==> src/rtl/lane_cfg.svh <==
`ifndef LANE_8B10B_CFG_SVH
`define LANE_8B10B_CFG_SVH

// ----------------------------------------------------------------
// register word indices
// ----------------------------------------------------------------
`define LCR_IDX_W          6
`define LCR_IDX_OPTIONS    6'h00
`define LCR_IDX_OVERLAY    6'h01
`define LCR_IDX_CLK_SEL    6'h02
`define LCR_IDX_CLK_ENA    6'h03
`define LCR_IDX_DESER      6'h04
`define LCR_IDX_SER        6'h05
`define LCR_IDX_CDR        6'h06
`define LCR_IDX_STATUS     6'h07

// ----------------------------------------------------------------
// field positions
// ----------------------------------------------------------------
`define LCR_SWAP_BIT       0
`define LCR_GEAR_RNG       2:1
`define LCR_FABPATH_RNG    3:0
`define LCR_LANEMODE_RNG   7:4
`define LCR_FABRX_RNG      1:0
`define LCR_FABTX_RNG      3:2
`define LCR_CODRX_RNG      5:4
`define LCR_CODTX_RNG      7:6
`define LCR_RXWCLK_RNG     9:8
`define LCR_TXRCLK_RNG     11:10
`define LCR_RXSIDE_BIT     12
`define LCR_ENA_RNG        3:0
`define LCR_CODRX_EN_BIT   0
`define LCR_RXWCLK_EN_BIT  1
`define LCR_CODTX_EN_BIT   2
`define LCR_TXRCLK_EN_BIT  3
`define LCR_WIDTH_RNG      2:0
`define LCR_SLIPSRC_BIT    0
`define LCR_SLIPEN_BIT     1

// ----------------------------------------------------------------
// writable masks and reset values
// ----------------------------------------------------------------
`define LCR_MASK_OPTIONS   32'h0000_0007
`define LCR_MASK_OVERLAY   32'h0000_00FF
`define LCR_MASK_CLK_SEL   32'h0000_1FFF
`define LCR_MASK_CLK_ENA   32'h0000_000F
`define LCR_MASK_WIDTH     32'h0000_0007
`define LCR_MASK_CDR       32'h0000_0003
`define LCR_RST_WORD       32'h0000_0000

// ----------------------------------------------------------------
// values expected for 8b10b operation
// ----------------------------------------------------------------
`define LCR_REQ_FABPATH    4'h4
`define LCR_REQ_FABCLK     2'h1
`define LCR_REQ_CODRX      2'h3
`define LCR_REQ_RXSIDE     1'h0
`define LCR_REQ_ENA        1'h1
`define LCR_REQ_DESER      3'h7
`define LCR_REQ_SLIPSRC    1'h0
`define LCR_REQ_SLIPEN     1'h1

`endif

==> src/rtl/lane_cfg_pkg.sv <==
package lane_cfg_pkg;

    // octet swap flavour
    typedef enum logic {
        SWAP_IEEE = 1'h0,
        SWAP_FC   = 1'h1
    } swap_flavour_e;

    // axi response codes
    typedef enum logic [1:0] {
        RESP_OKAY   = 2'h0,
        RESP_SLVERR = 2'h2
    } axi_resp_e;

endpackage : lane_cfg_pkg

==> src/rtl/reg_access_if.sv <==
`timescale 1ns/1ps

// register access strobes between bus port and register file
interface reg_access_if;
    logic        wr_en;
    logic [5:0]  wr_idx;
    logic [31:0] wr_data;
    logic [3:0]  wr_strb;
    logic        wr_ok;
    logic [5:0]  rd_idx;
    logic [31:0] rd_data;
    logic        rd_ok;

    modport port (output wr_en, wr_idx, wr_data, wr_strb, rd_idx, input wr_ok, rd_data, rd_ok);
    modport regs (input wr_en, wr_idx, wr_data, wr_strb, rd_idx, output wr_ok, rd_data, rd_ok);
endinterface : reg_access_if
==> src/rtl/axil_reg_port.sv <==
`timescale 1ns/1ps
`include "lane_cfg.svh"

module axil_reg_port (
    // clock and reset
    input  wire logic        core_clk_i,
    input  wire logic        rst_b_i,
    // write address and data
    input  wire logic [7:0]  awaddr_i,
    input  wire logic        awvalid_i,
    output logic             awready_o,
    input  wire logic [31:0] wdata_i,
    input  wire logic [3:0]  wstrb_i,
    input  wire logic        wvalid_i,
    output logic             wready_o,
    // write response
    output logic [1:0]       bresp_o,
    output logic             bvalid_o,
    input  wire logic        bready_i,
    // read address and data
    input  wire logic [7:0]  araddr_i,
    input  wire logic        arvalid_i,
    output logic             arready_o,
    output logic [31:0]      rdata_o,
    output logic [1:0]       rresp_o,
    output logic             rvalid_o,
    input  wire logic        rready_i,
    // register file side
    reg_access_if.port       acc
);

    logic       awready_q;
    logic       wready_q;
    logic       bvalid_q;
    logic [1:0] bresp_q;
    logic [5:0] wr_idx_q;
    logic [31:0] wr_data_q;
    logic [3:0] wr_strb_q;
    logic       arready_q;
    logic       rvalid_q;
    logic [1:0] rresp_q;
    logic [31:0] rdata_q;
    logic [5:0] rd_idx_q;
    logic       wr_fire;
    logic       rd_fire;

    // a ready low means the item is held and waiting for its partner
    assign wr_fire = !awready_q && !wready_q && !bvalid_q;
    assign rd_fire = !arready_q && !rvalid_q;

    // write channels, either order, response after both
    always_ff @(posedge core_clk_i or negedge rst_b_i)
    begin
        if (!rst_b_i)
        begin
            awready_q <= 1'b1;
            wready_q  <= 1'b1;
            bvalid_q  <= 1'b0;
            bresp_q   <= 2'h0;
            wr_idx_q  <= 6'h00;
            wr_data_q <= 32'h0000_0000;
            wr_strb_q <= 4'h0;
        end
        else
        begin
            if (awvalid_i && awready_q)
            begin
                awready_q <= 1'b0;
                wr_idx_q  <= awaddr_i[7:2];
            end
            if (wvalid_i && wready_q)
            begin
                wready_q  <= 1'b0;
                wr_data_q <= wdata_i;
                wr_strb_q <= wstrb_i;
            end
            if (wr_fire)
            begin
                bvalid_q <= 1'b1;
                bresp_q  <= acc.wr_ok ? lane_cfg_pkg::RESP_OKAY : lane_cfg_pkg::RESP_SLVERR;
            end
            if (bvalid_q && bready_i)
            begin
                bvalid_q  <= 1'b0;
                awready_q <= 1'b1;
                wready_q  <= 1'b1;
            end
        end
    end

    // read channel, data registered one cycle after the address
    always_ff @(posedge core_clk_i or negedge rst_b_i)
    begin
        if (!rst_b_i)
        begin
            arready_q <= 1'b1;
            rvalid_q  <= 1'b0;
            rresp_q   <= 2'h0;
            rdata_q   <= 32'h0000_0000;
            rd_idx_q  <= 6'h00;
        end
        else
        begin
            if (arvalid_i && arready_q)
            begin
                arready_q <= 1'b0;
                rd_idx_q  <= araddr_i[7:2];
            end
            if (rd_fire)
            begin
                rvalid_q <= 1'b1;
                rdata_q  <= acc.rd_ok ? acc.rd_data : 32'h0000_0000;
                rresp_q  <= acc.rd_ok ? lane_cfg_pkg::RESP_OKAY : lane_cfg_pkg::RESP_SLVERR;
            end
            if (rvalid_q && rready_i)
            begin
                rvalid_q  <= 1'b0;
                arready_q <= 1'b1;
            end
        end
    end

    // outputs and register file strobes
    assign awready_o   = awready_q;
    assign wready_o    = wready_q;
    assign bvalid_o    = bvalid_q;
    assign bresp_o     = bresp_q;
    assign arready_o   = arready_q;
    assign rvalid_o    = rvalid_q;
    assign rresp_o     = rresp_q;
    assign rdata_o     = rdata_q;
    assign acc.wr_en   = wr_fire;
    assign acc.wr_idx  = wr_idx_q;
    assign acc.wr_data = wr_data_q;
    assign acc.wr_strb = wr_strb_q;
    assign acc.rd_idx  = rd_idx_q;

    // ----------------------------------------------------------------
    // bus checks
    // ----------------------------------------------------------------
    property p_bvalid_hold;
        @(posedge core_clk_i) disable iff (!rst_b_i)
        bvalid_q && !bready_i |=> bvalid_q && $stable(bresp_q);
    endproperty
    a_bvalid_hold: assert property (p_bvalid_hold) else $error("bvalid dropped before bready");

    property p_read_latency;
        @(posedge core_clk_i) disable iff (!rst_b_i)
        arvalid_i && arready_q && !rvalid_q |=> !arready_q ##1 rvalid_q;
    endproperty
    a_read_latency: assert property (p_read_latency) else $error("read data not one cycle after address");

    c_write_done: cover property (@(posedge core_clk_i) disable iff (!rst_b_i) bvalid_q && bready_i);
    c_read_done: cover property (@(posedge core_clk_i) disable iff (!rst_b_i) rvalid_q && rready_i);
    c_slverr: cover property (@(posedge core_clk_i) disable iff (!rst_b_i)
        bvalid_q && bresp_q == lane_cfg_pkg::RESP_SLVERR);

endmodule : axil_reg_port

==> src/rtl/lane_8b10b_config_regs.sv <==
// Summary of operation
// the octet swap flavour bit selects the ieee 1000base-x/t swap when clear and fibre channel when set.
// software keeps the gear width consistent with the tx fifo read and rx fifo write clock sources.
// software loads the fabric path select with four to route the lane through the 8b10b overlay.
// a four-bit serializer lane mode field selects which lane mode feeds the serializer.
// software should set both fabric clock sources to one unless the rx fifo synchronous enable is used.
// software sets the coder rx clock source to three whenever 8b10b is used.
// software picks the rx fifo write clock source to agree with the gear width.
// the rx fifo clock side bit is cleared for 8b10b operation.
// software sets the coder rx clock enable for 8b10b operation.
// separate enables drive the coder tx clock, the rx fifo write clock and the tx fifo read clock.
// software sets the deserializer width to seven, the forty-bit mode.
// a three-bit serializer width field selects the serializer parallel width.
// software clears the slip source select so the fabric controls alignment.
// software sets the slip enable; clearing it stops alignment.
// software programs all fields before the lane pcs and pma resets are released.
//
// Added by the designer: the register addresses and the AXI4-Lite interface to the registers.
`timescale 1ns/1ps
`include "lane_cfg.svh"

module lane_8b10b_config_regs (
    // clock and reset
    input  wire logic        core_clk_i,
    input  wire logic        rst_b_i,
    // axi4-lite write
    input  wire logic [7:0]  s_axi_awaddr_i,
    input  wire logic        s_axi_awvalid_i,
    output logic             s_axi_awready_o,
    input  wire logic [31:0] s_axi_wdata_i,
    input  wire logic [3:0]  s_axi_wstrb_i,
    input  wire logic        s_axi_wvalid_i,
    output logic             s_axi_wready_o,
    output logic [1:0]       s_axi_bresp_o,
    output logic             s_axi_bvalid_o,
    input  wire logic        s_axi_bready_i,
    // axi4-lite read
    input  wire logic [7:0]  s_axi_araddr_i,
    input  wire logic        s_axi_arvalid_i,
    output logic             s_axi_arready_o,
    output logic [31:0]      s_axi_rdata_o,
    output logic [1:0]       s_axi_rresp_o,
    output logic             s_axi_rvalid_o,
    input  wire logic        s_axi_rready_i,
    // pcs lane fields
    output logic             octet_swap_flavour_o,
    output logic [1:0]       fifo_gear_width_o,
    output logic [3:0]       fabric_path_select_o,
    output logic [3:0]       serializer_lane_mode_o,
    // clock module fields
    output logic [1:0]       fabric_rx_clock_source_o,
    output logic [1:0]       fabric_tx_clock_source_o,
    output logic [1:0]       coder_rx_clock_source_o,
    output logic [1:0]       coder_tx_clock_source_o,
    output logic [1:0]       rx_fifo_write_clock_source_o,
    output logic [1:0]       tx_fifo_read_clock_source_o,
    output logic             rx_fifo_clock_side_o,
    output logic             coder_rx_clock_enable_o,
    output logic             rx_fifo_write_clock_enable_o,
    output logic             coder_tx_clock_enable_o,
    output logic             tx_fifo_read_clock_enable_o,
    // pma lane fields
    output logic [2:0]       deser_width_o,
    output logic [2:0]       ser_width_o,
    output logic             slip_source_select_o,
    output logic             slip_enable_o,
    // configuration check
    output logic             config_8b10b_ok_o
);

    // ----------------------------------------------------------------
    // bus port
    // ----------------------------------------------------------------
    reg_access_if acc ();

    axil_reg_port u_port (
        .core_clk_i (core_clk_i),
        .rst_b_i    (rst_b_i),
        .awaddr_i   (s_axi_awaddr_i),
        .awvalid_i  (s_axi_awvalid_i),
        .awready_o  (s_axi_awready_o),
        .wdata_i    (s_axi_wdata_i),
        .wstrb_i    (s_axi_wstrb_i),
        .wvalid_i   (s_axi_wvalid_i),
        .wready_o   (s_axi_wready_o),
        .bresp_o    (s_axi_bresp_o),
        .bvalid_o   (s_axi_bvalid_o),
        .bready_i   (s_axi_bready_i),
        .araddr_i   (s_axi_araddr_i),
        .arvalid_i  (s_axi_arvalid_i),
        .arready_o  (s_axi_arready_o),
        .rdata_o    (s_axi_rdata_o),
        .rresp_o    (s_axi_rresp_o),
        .rvalid_o   (s_axi_rvalid_o),
        .rready_i   (s_axi_rready_i),
        .acc        (acc.port)
    );

    // ----------------------------------------------------------------
    // register storage
    // ----------------------------------------------------------------
    logic [31:0] options_q;
    logic [31:0] overlay_q;
    logic [31:0] clk_sel_q;
    logic [31:0] clk_ena_q;
    logic [31:0] deser_q;
    logic [31:0] ser_q;
    logic [31:0] cdr_q;
    logic [8:0]  status_q;
    logic [8:0]  status_d;
    logic [31:0] wr_cur;
    logic [31:0] wr_merged;

    // word view of a register slot, shared by read and write merge
    function automatic logic [31:0] reg_word(input logic [5:0] idx);
        case (idx)
            `LCR_IDX_OPTIONS: reg_word = options_q;
            `LCR_IDX_OVERLAY: reg_word = overlay_q;
            `LCR_IDX_CLK_SEL: reg_word = clk_sel_q;
            `LCR_IDX_CLK_ENA: reg_word = clk_ena_q;
            `LCR_IDX_DESER:   reg_word = deser_q;
            `LCR_IDX_SER:     reg_word = ser_q;
            `LCR_IDX_CDR:     reg_word = cdr_q;
            `LCR_IDX_STATUS:  reg_word = {23'h000000, status_q};
            default:          reg_word = 32'h0000_0000;
        endcase
    endfunction : reg_word

    // status is read only, so writes to it are refused like holes
    assign acc.wr_ok   = (acc.wr_idx < `LCR_IDX_STATUS);
    assign acc.rd_ok   = (acc.rd_idx <= `LCR_IDX_STATUS);

    // a process so the read word follows register updates while the index stands still
    always_comb
    begin
        acc.rd_data = reg_word(acc.rd_idx);
        wr_cur      = reg_word(acc.wr_idx);
    end

    // byte strobes keep unselected lanes at their old value
    genvar gb;
    generate
        for (gb = 0; gb < 4; gb++)
        begin : g_lane
            assign wr_merged[gb*8 +: 8] = acc.wr_strb[gb] ? acc.wr_data[gb*8 +: 8] : wr_cur[gb*8 +: 8];
        end
    endgenerate

    // writes, masked so that unused bits always read zero
    always_ff @(posedge core_clk_i or negedge rst_b_i)
    begin
        if (!rst_b_i)
        begin
            options_q <= `LCR_RST_WORD;
            overlay_q <= `LCR_RST_WORD;
            clk_sel_q <= `LCR_RST_WORD;
            clk_ena_q <= `LCR_RST_WORD;
            deser_q   <= `LCR_RST_WORD;
            ser_q     <= `LCR_RST_WORD;
            cdr_q     <= `LCR_RST_WORD;
        end
        else if (acc.wr_en)
        begin
            case (acc.wr_idx)
                `LCR_IDX_OPTIONS: options_q <= wr_merged & `LCR_MASK_OPTIONS;
                `LCR_IDX_OVERLAY: overlay_q <= wr_merged & `LCR_MASK_OVERLAY;
                `LCR_IDX_CLK_SEL: clk_sel_q <= wr_merged & `LCR_MASK_CLK_SEL;
                `LCR_IDX_CLK_ENA: clk_ena_q <= wr_merged & `LCR_MASK_CLK_ENA;
                `LCR_IDX_DESER:   deser_q   <= wr_merged & `LCR_MASK_WIDTH;
                `LCR_IDX_SER:     ser_q     <= wr_merged & `LCR_MASK_WIDTH;
                `LCR_IDX_CDR:     cdr_q     <= wr_merged & `LCR_MASK_CDR;
                default:          ;
            endcase
        end
    end

    // ----------------------------------------------------------------
    // 8b10b configuration check
    // ----------------------------------------------------------------
    // gear and fifo clock agreement is not checked: the pairing is not fixed here
    always_comb
    begin
        status_d    = 9'h000;
        status_d[0] = overlay_q[`LCR_FABPATH_RNG] == `LCR_REQ_FABPATH;
        status_d[1] = clk_sel_q[`LCR_CODRX_RNG] == `LCR_REQ_CODRX;
        status_d[2] = clk_sel_q[`LCR_RXSIDE_BIT] == `LCR_REQ_RXSIDE;
        status_d[3] = clk_ena_q[`LCR_CODRX_EN_BIT] == `LCR_REQ_ENA;
        status_d[4] = deser_q[`LCR_WIDTH_RNG] == `LCR_REQ_DESER;
        status_d[5] = cdr_q[`LCR_SLIPSRC_BIT] == `LCR_REQ_SLIPSRC;
        status_d[6] = cdr_q[`LCR_SLIPEN_BIT] == `LCR_REQ_SLIPEN;
        status_d[7] = (clk_sel_q[`LCR_FABRX_RNG] == `LCR_REQ_FABCLK)
                   && (clk_sel_q[`LCR_FABTX_RNG] == `LCR_REQ_FABCLK);
        status_d[8] = &status_d[6:0];
    end

    // registered so the flag output comes from a flop
    always_ff @(posedge core_clk_i or negedge rst_b_i)
    begin
        if (!rst_b_i)
            status_q <= 9'h000;
        else
            status_q <= status_d;
    end

    // ----------------------------------------------------------------
    // field outputs
    // ----------------------------------------------------------------
    assign octet_swap_flavour_o         = options_q[`LCR_SWAP_BIT];
    assign fifo_gear_width_o            = options_q[`LCR_GEAR_RNG];
    assign fabric_path_select_o         = overlay_q[`LCR_FABPATH_RNG];
    assign serializer_lane_mode_o       = overlay_q[`LCR_LANEMODE_RNG];
    assign fabric_rx_clock_source_o     = clk_sel_q[`LCR_FABRX_RNG];
    assign fabric_tx_clock_source_o     = clk_sel_q[`LCR_FABTX_RNG];
    assign coder_rx_clock_source_o      = clk_sel_q[`LCR_CODRX_RNG];
    assign coder_tx_clock_source_o      = clk_sel_q[`LCR_CODTX_RNG];
    assign rx_fifo_write_clock_source_o = clk_sel_q[`LCR_RXWCLK_RNG];
    assign tx_fifo_read_clock_source_o  = clk_sel_q[`LCR_TXRCLK_RNG];
    assign rx_fifo_clock_side_o         = clk_sel_q[`LCR_RXSIDE_BIT];
    assign coder_rx_clock_enable_o      = clk_ena_q[`LCR_CODRX_EN_BIT];
    assign rx_fifo_write_clock_enable_o = clk_ena_q[`LCR_RXWCLK_EN_BIT];
    assign coder_tx_clock_enable_o      = clk_ena_q[`LCR_CODTX_EN_BIT];
    assign tx_fifo_read_clock_enable_o  = clk_ena_q[`LCR_TXRCLK_EN_BIT];
    assign deser_width_o                = deser_q[`LCR_WIDTH_RNG];
    assign ser_width_o                  = ser_q[`LCR_WIDTH_RNG];
    assign slip_source_select_o         = cdr_q[`LCR_SLIPSRC_BIT];
    assign slip_enable_o                = cdr_q[`LCR_SLIPEN_BIT];
    assign config_8b10b_ok_o            = status_q[8];

    // ----------------------------------------------------------------
    // checks
    // ----------------------------------------------------------------
    property p_swap_write;
        @(posedge core_clk_i) disable iff (!rst_b_i)
        acc.wr_en && acc.wr_idx == `LCR_IDX_OPTIONS && acc.wr_strb[0]
        |=> octet_swap_flavour_o == $past(acc.wr_data[0]);
    endproperty
    a_swap_write: assert property (p_swap_write) else $error("swap flavour not taken from write");

    property p_lane_mode_src;
        @(posedge core_clk_i) disable iff (!rst_b_i)
        $changed(serializer_lane_mode_o) |-> $past(acc.wr_en && acc.wr_idx == `LCR_IDX_OVERLAY);
    endproperty
    a_lane_mode_src: assert property (p_lane_mode_src) else $error("lane mode changed without write");

    property p_enable_write;
        @(posedge core_clk_i) disable iff (!rst_b_i)
        acc.wr_en && acc.wr_idx == `LCR_IDX_CLK_ENA && acc.wr_strb[0]
        |=> {tx_fifo_read_clock_enable_o, coder_tx_clock_enable_o, rx_fifo_write_clock_enable_o}
            == $past(acc.wr_data[3:1]);
    endproperty
    a_enable_write: assert property (p_enable_write) else $error("clock enables not taken from write");

    property p_ser_hold;
        @(posedge core_clk_i) disable iff (!rst_b_i)
        !(acc.wr_en && acc.wr_idx == `LCR_IDX_SER) |=> $stable(ser_width_o);
    endproperty
    a_ser_hold: assert property (p_ser_hold) else $error("serializer width changed without write");

    c_fc_swap: cover property (@(posedge core_clk_i) disable iff (!rst_b_i) $rose(octet_swap_flavour_o));
    c_cfg_ok: cover property (@(posedge core_clk_i) disable iff (!rst_b_i) $rose(config_8b10b_ok_o));

endmodule : lane_8b10b_config_regs

==> config.mk <==
export PLATFORM = sky130hd
export DESIGN_NAME = lane_8b10b_config_regs
export DESIGN_NICKNAME = d
export VERILOG_FILES = /design/src/rtl/lane_cfg_pkg.sv /design/src/rtl/reg_access_if.sv /design/src/rtl/axil_reg_port.sv /design/src/rtl/lane_8b10b_config_regs.sv
export VERILOG_INCLUDE_DIRS = /design/src /design/src/rtl
export SDC_FILE = /design/constraint.sdc
export NUM_CORES = 1
export LEC_CHECK = 0
export BUFFER_PORTS_ARGS = -buffer_cell sky130_fd_sc_hd__buf_4
export CELL_PAD_IN_SITES_DETAIL_PLACEMENT = 1
export CELL_PAD_IN_SITES_GLOBAL_PLACEMENT = 1
export CORE_ASPECT_RATIO = 1.1
export CORE_UTILIZATION = 42
export CTS_CLUSTER_SIZE = 24
export DETAILED_ROUTE_END_ITERATION = 16
export GPL_TIMING_DRIVEN = 0
export PLACE_DENSITY_LB_ADDON = 0.1
export RECOVER_POWER = 25
export SLEW_MARGIN = 40
export SYNTH_ARGS = -nofsm -noshare
export SYNTH_HDL_FRONTEND = slang
export SYNTH_SLANG_ARGS = --single-unit
==> constraint.sdc <==
create_clock -name core_clk_i -period 4.3 [get_ports core_clk_i]
set_clock_uncertainty 0.2 [all_clocks]
set_input_delay 0.215 -clock core_clk_i [delete_from_list [all_inputs] [get_ports core_clk_i]]
set_output_delay 0.215 -clock core_clk_i [all_outputs]
set_load 0.05 [all_outputs]
# [After elaboration in Yosys (flattened, before gate mapping)]
# Index checks and enable logic that the tools add are counted.
[word_totals] input_bits=59 ff_bits=113 word_cells=91
[classes] order_cmp=2 n_eq_ne=19 n_mux=17 n_bitwise=2 n_reduce_logical=30
[ops] op="$pmux 13 s8" count=1
[ops] op="$pmux 13 s6" count=1
[ops] op="$eq 6x3->1 const B" count=7
[ops] op="$eq 6x2->1 const B" count=4
[ops] op="$reduce_and 2->1" count=7
[ops] op="$mux 13" count=1
[ops] op="$eq 6x1->1 const B" count=2
[ops] op="$logic_not 6->1" count=2
[ops] op="$mux 1" count=10
[ops] op="$reduce_bool 2->1" count=5
[ops] op="$logic_and 1x1->1" count=9
[ops] op="$mux 8" count=1
[ops] op="$reduce_and 7->1" count=1
[ops] op="$le 6x3->1 const B" count=1
[ops] op="$lt 6x3->1 const B" count=1
[ops] op="$logic_not 1->1" count=5
[ops] op="$mux 5" count=1
[ops] op="$eq 2x1->1 const B" count=2
[ops] op="$eq 4x3->1 const B" count=1
[ops] op="$mux 2" count=2
[ops] op="$eq 3x3->1 const B" count=1
[ops] op="$reduce_and 3->1" count=1
[ops] op="$eq 2x2->1 const B" count=1
[ops] op="$ne 2x1->1 const B" count=1
[ops] op="$not 1->1" count=2

# [Depth between registers and ports, before layout]
[depth] depth_word=5 mapped_depth=7 ltp_nobuf=4

# [Hierarchy]
# Synthesis repeated with hierarchy kept, for this count alone.
[unflattened] hier_cells=507 hier_area_um2=6012.0
[modules_own_cells] module="axil_reg_port" cells_each=272 instances=1 area_each_um2=3514.6 seq_area_each_um2=2180.8
[modules_own_cells] module="lane_8b10b_config_regs" cells_each=235 instances=1 area_each_um2=2497.4 seq_area_each_um2=1126.1

# [Worst setup path after synthesis]
# No wires, ideal clock.
[synth_timing] path_type="register -> register" startpoint="register u_port.bvalid_q (netlist: u_port.bvalid_o)" endpoint="register cdr_q[1]" path_buffers=1 slack_ps=2125 arrival_ps=1892 synth_period_minus_slack_ps=2175 path_stages_with_launch=6 t_required_ps=4017 cell_sequence="dfrtp_1 > or3_1 > buf_2 > or4_4 > mux2i_1 > a31oi_1"
[synth_via] elab_chain_cells=3
[synth_rtl] item="from (decl)" line_no="axil_reg_port.sv:34" text="logic bvalid_q;"
[synth_rtl] item="from (signal assigned)" line_no="axil_reg_port.sv:58" text="bvalid_q <= 1'b0;"
[synth_rtl] item="from (signal assigned)" line_no="axil_reg_port.sv:79" text="bvalid_q <= 1'b1;"
[synth_rtl] item="from (signal assigned)" line_no="axil_reg_port.sv:84" text="bvalid_q <= 1'b0;"
[synth_rtl] item="$logic_not 1->1" line_no="axil_reg_port.sv:48" text="assign wr_fire = !awready_q && !wready_q && !bvalid_q;"
[synth_rtl] item="$logic_and 1x1->1" line_no="axil_reg_port.sv:48"
[synth_rtl] item="$reduce_and 2->1 (no line)"
[synth_rtl] item="to (signal assigned)" line_no="lane_8b10b_config_regs.sv:160" text="cdr_q <= `LCR_RST_WORD;"
[synth_rtl] item="to (signal assigned)" line_no="lane_8b10b_config_regs.sv:171" text="`LCR_IDX_CDR: cdr_q <= wr_merged & `LCR_MASK_CDR;"
[synth_rtl] item="to (decl)" line_no="lane_8b10b_config_regs.sv:108" text="logic [31:0] cdr_q;"
# Every way passes these cells.
# A chain may end at the register's enable or synchronous reset.

==> metrics <==
CP arrival=2.40 ns; CP top delay family=buffers and inverters; Starting Density=0.431; maximum VDD drop=415 uV; status=complete, but fails checks; Hold Startpoint=u_port.rdata_o[10]$_DFFE_PN0P_; # diodes=0; CORE AREA=10400 sq um; die extent in y=110 microns; router iterations before antenna repair=4; EDFF count, synth=0; Overall Power=4.76 mW; crit path max fanout=92; total congestion overflow=0; register area=2310 sq um; Die Footprint=11100 sq um; synth unique cells=53; port bufs=90; CP max stage cell=clkbuf_2; Final Net Count=630; Worst-Margin Slew=2.24 ns; TritonCTS clock tree=built; Synthesis Warnings=0; Max Fclk=385 MHz; r2r startpoint=u_port.wready_o$_DFFE_PN1P_; Hold Fails Final Rpt=0; worst min path class=reg -> reg; Main synth FF type=dfrtp_1; post-detail-place hpwl=9400 microns; Power per Cell Area=783 nW/um^2; Num CTS Buffers=9; fillcell total=1139; max incr delay on CP=1.59 ns; Iter 0 DRT Violations=152; Reg clk slew, reported paths=0.06 ns; Synth Cell Area=4480 sq um; GRT Util Overall=0.253; depth of the worst hold-timing path=2; period utilization=0.604; Syn Area/Cell=10.8 sq um; first-pass GRT wire length=20900 microns; WS Path Type=in -> async; Slew headroom=-0.490; CP bufs+invs=2; Residual DRC=0; Die Span X=100 microns; io pins=137; drt wl/cell=18.6 microns; vias in the first global route=3937; clk sinks=92; r2r setup slk=1.90 ns; setup_tns=0 ns; most frequent cells in the layout=buf_4 (111), dfrtp_1 (89), dlygate4sd3_1 (36); Util after Layout=0.585; multi-input logic area=1950 sq um; placed insts=667; worst path cell trace=dlygate4sd3_1 > clkbuf_2; GP Congestion=0.875; Reg-to-Reg End=overlay_q[5]$_DFFE_PN0P_; Seq/Total Area, Yosys=0.515; Pleak=2.89 nW; fin crit period=2.60 ns; max-cap violation count=1; final wirelength=13300 microns; CTS H-Tree Depth=3; share of post-route cells with drive strength above 1=0.307; Post-Layout Cell Count=719; Worst Path Required=4.10 ns; Routed Antenna Nets=0; cell depth of the worst flop-to-flop path=6; largest net degree at the start of global routing=93; root buf cell=clkbuf_16; synth-to-layout area growth=35.7%; CP endpoint kind=asynchronous set/reset pin; ys async rst share=1.00; worst min-delay path endpoint=u_port.rdata_o[10]$_DFFE_PN0P_; antenna violations before repair=0; worst skew pair latency=0.35 ns; Synth Register Bits=92; Vias=3876; Std-Cell Rows=39; Worst Setup Start Kind=input pin; most common cell after layout, fill and taps aside=buf_4; vias per cell=5.39; clk buf depth=2; Slew Limit Fails=93; Finish-stage setup viols=0; failing checks=max-capacitance violations, max-slew violations; RSZ-0062 raised after global routing=no; Syn Inst Count=414
[worst max-delay path by stage]
stage | start | end | slack, ns | cells past startpoint
global placement | u_port.acc.wr_idx[5]$_DFFE_PN0P_ | clk_sel_q[8]$_DFFE_PN0P_ | 2.07 | 6
floorplan | u_port.bvalid_o$_DFFE_PN0P_ | cdr_q[1]$_DFFE_PN0P_ | 2.13 | 5
CTS | u_port.wready_o$_DFFE_PN1P_ | overlay_q[5]$_DFFE_PN0P_ | 1.92 | 6
detailed placement | u_port.acc.wr_idx[1]$_DFFE_PN0P_ | deser_q[1]$_DFFE_PN0P_ | 2.02 | 5
finish | rst_b_i | u_port.rdata_o[10]$_DFFE_PN0P_ | 1.70 | 2
global route | rst_b_i | overlay_q[2]$_DFFE_PN0P_ | 1.23 | 2
[layout make-up]
class	instances	share of cell area
Timing Repair Buffer	126	0.170
Buffer	46	0.0436
Multi-Input combinational cell	285	0.321
Sequential cell	92	0.379
Clock buffer	10	0.0393
Clock inverter	6	0.0113
Inverter	11	0.00679
Tap cell	143	0.0294
[cells in the mapped netlist (all sizes together) (2+ instances only)]
cell type  count  share of area
a21oi         12          0.013
a221oi         6          0.012
a22o           4         0.0078
a31oi         18          0.025
a41o           3         0.0067
and2           3         0.0042
and3          16          0.022
and4           5         0.0098
buf           33          0.048
clkbuf        13          0.011
dfrtp         89           0.50
dfstp          3          0.018
inv           11         0.0092
mux2          37          0.093
mux2i         22          0.049
nand2         33          0.028
nand2b         5         0.0070
nand3          8         0.0089
nand4          5         0.0070
nor2          26          0.022
nor2b          3         0.0042
nor3           6         0.0078
nor4           4         0.0084
nor4b          3         0.0092
o21a           2         0.0033
o21ai         16          0.018
o2bb2ai        3         0.0059
o31ai          6          0.010
or3            2         0.0028
[cells by family (layout without fill, tap and decap cells)]
logic type	Yosys count	in the layout	synth area share
AO/OA/AOI/OAI	82	82	0.125
buffers and inverters	57	199	0.0684
flip-flops	92	92	0.515
multiplexers	59	59	0.142
other	1	21	0.000837
AND/OR/NAND/NOR	123	123	0.149
[power breakdown]
group          switching [mW]  total [mW]  leakage (nW)  internal (mW)
clock network           0.354       0.826         0.150          0.472
registers               0.399        1.62          1.16           1.22
logic                    1.54        2.32          1.59          0.777
total                    2.29        4.76          2.89           2.47
[worst register-to-register path, stage by stage, from the launching register on]
cell	delay [ns]
dfstp_2	0.40
nor3_2	0.54
and3_1	0.27
clkbuf_1	0.21
clkbuf_1	0.41
nor2_1	0.11
a31oi_1	0.18
[metrics by stage]
step                      setup slack, ns  hold WS [ns]  instance area (sq um)
after floorplan                      2.13        -0.281                   4560
after global placement               2.07         0.173                   5410
after detailed placement             2.02         0.153                   5420
after CTS                            1.92         0.272                   6080
after global routing                 1.23         0.276                   6080
final                                1.70         0.267                   6080
[repair_timing]
action	CTS	global route
gates resized for setup	0	0
setup buffers	0	0
endpoints found under the hold margin	121	0
hold buffers	36	0
[flip-flops by register name, summed over array words and instances, names as in the netlist, 2 cells and up]
| signal | count |
|---|---|
| clk_ena_q | 4 |
| u_port.acc.rd_idx | 6 |
| overlay_q | 8 |
| status_q | 9 |
| u_port.acc.wr_strb | 2 |
| cdr_q | 2 |
| clk_sel_q | 13 |
| u_port.acc.wr_data | 13 |
| u_port.acc.wr_idx | 6 |
| u_port.rdata_o | 13 |
| ser_q | 3 |
| options_q | 3 |
| deser_q | 3 |
[routing by layer]
layer  global-route usage  routed length [microns]  vias up
met5                    0                        0        -
met3               0.0309                      395       16
met2                0.463                     7040      102
met4               0.0994                      221        0
met1                0.305                     5690     1971
li1                     -                        -     1787
No activity file was read; power rests on OpenSTA's default activity.
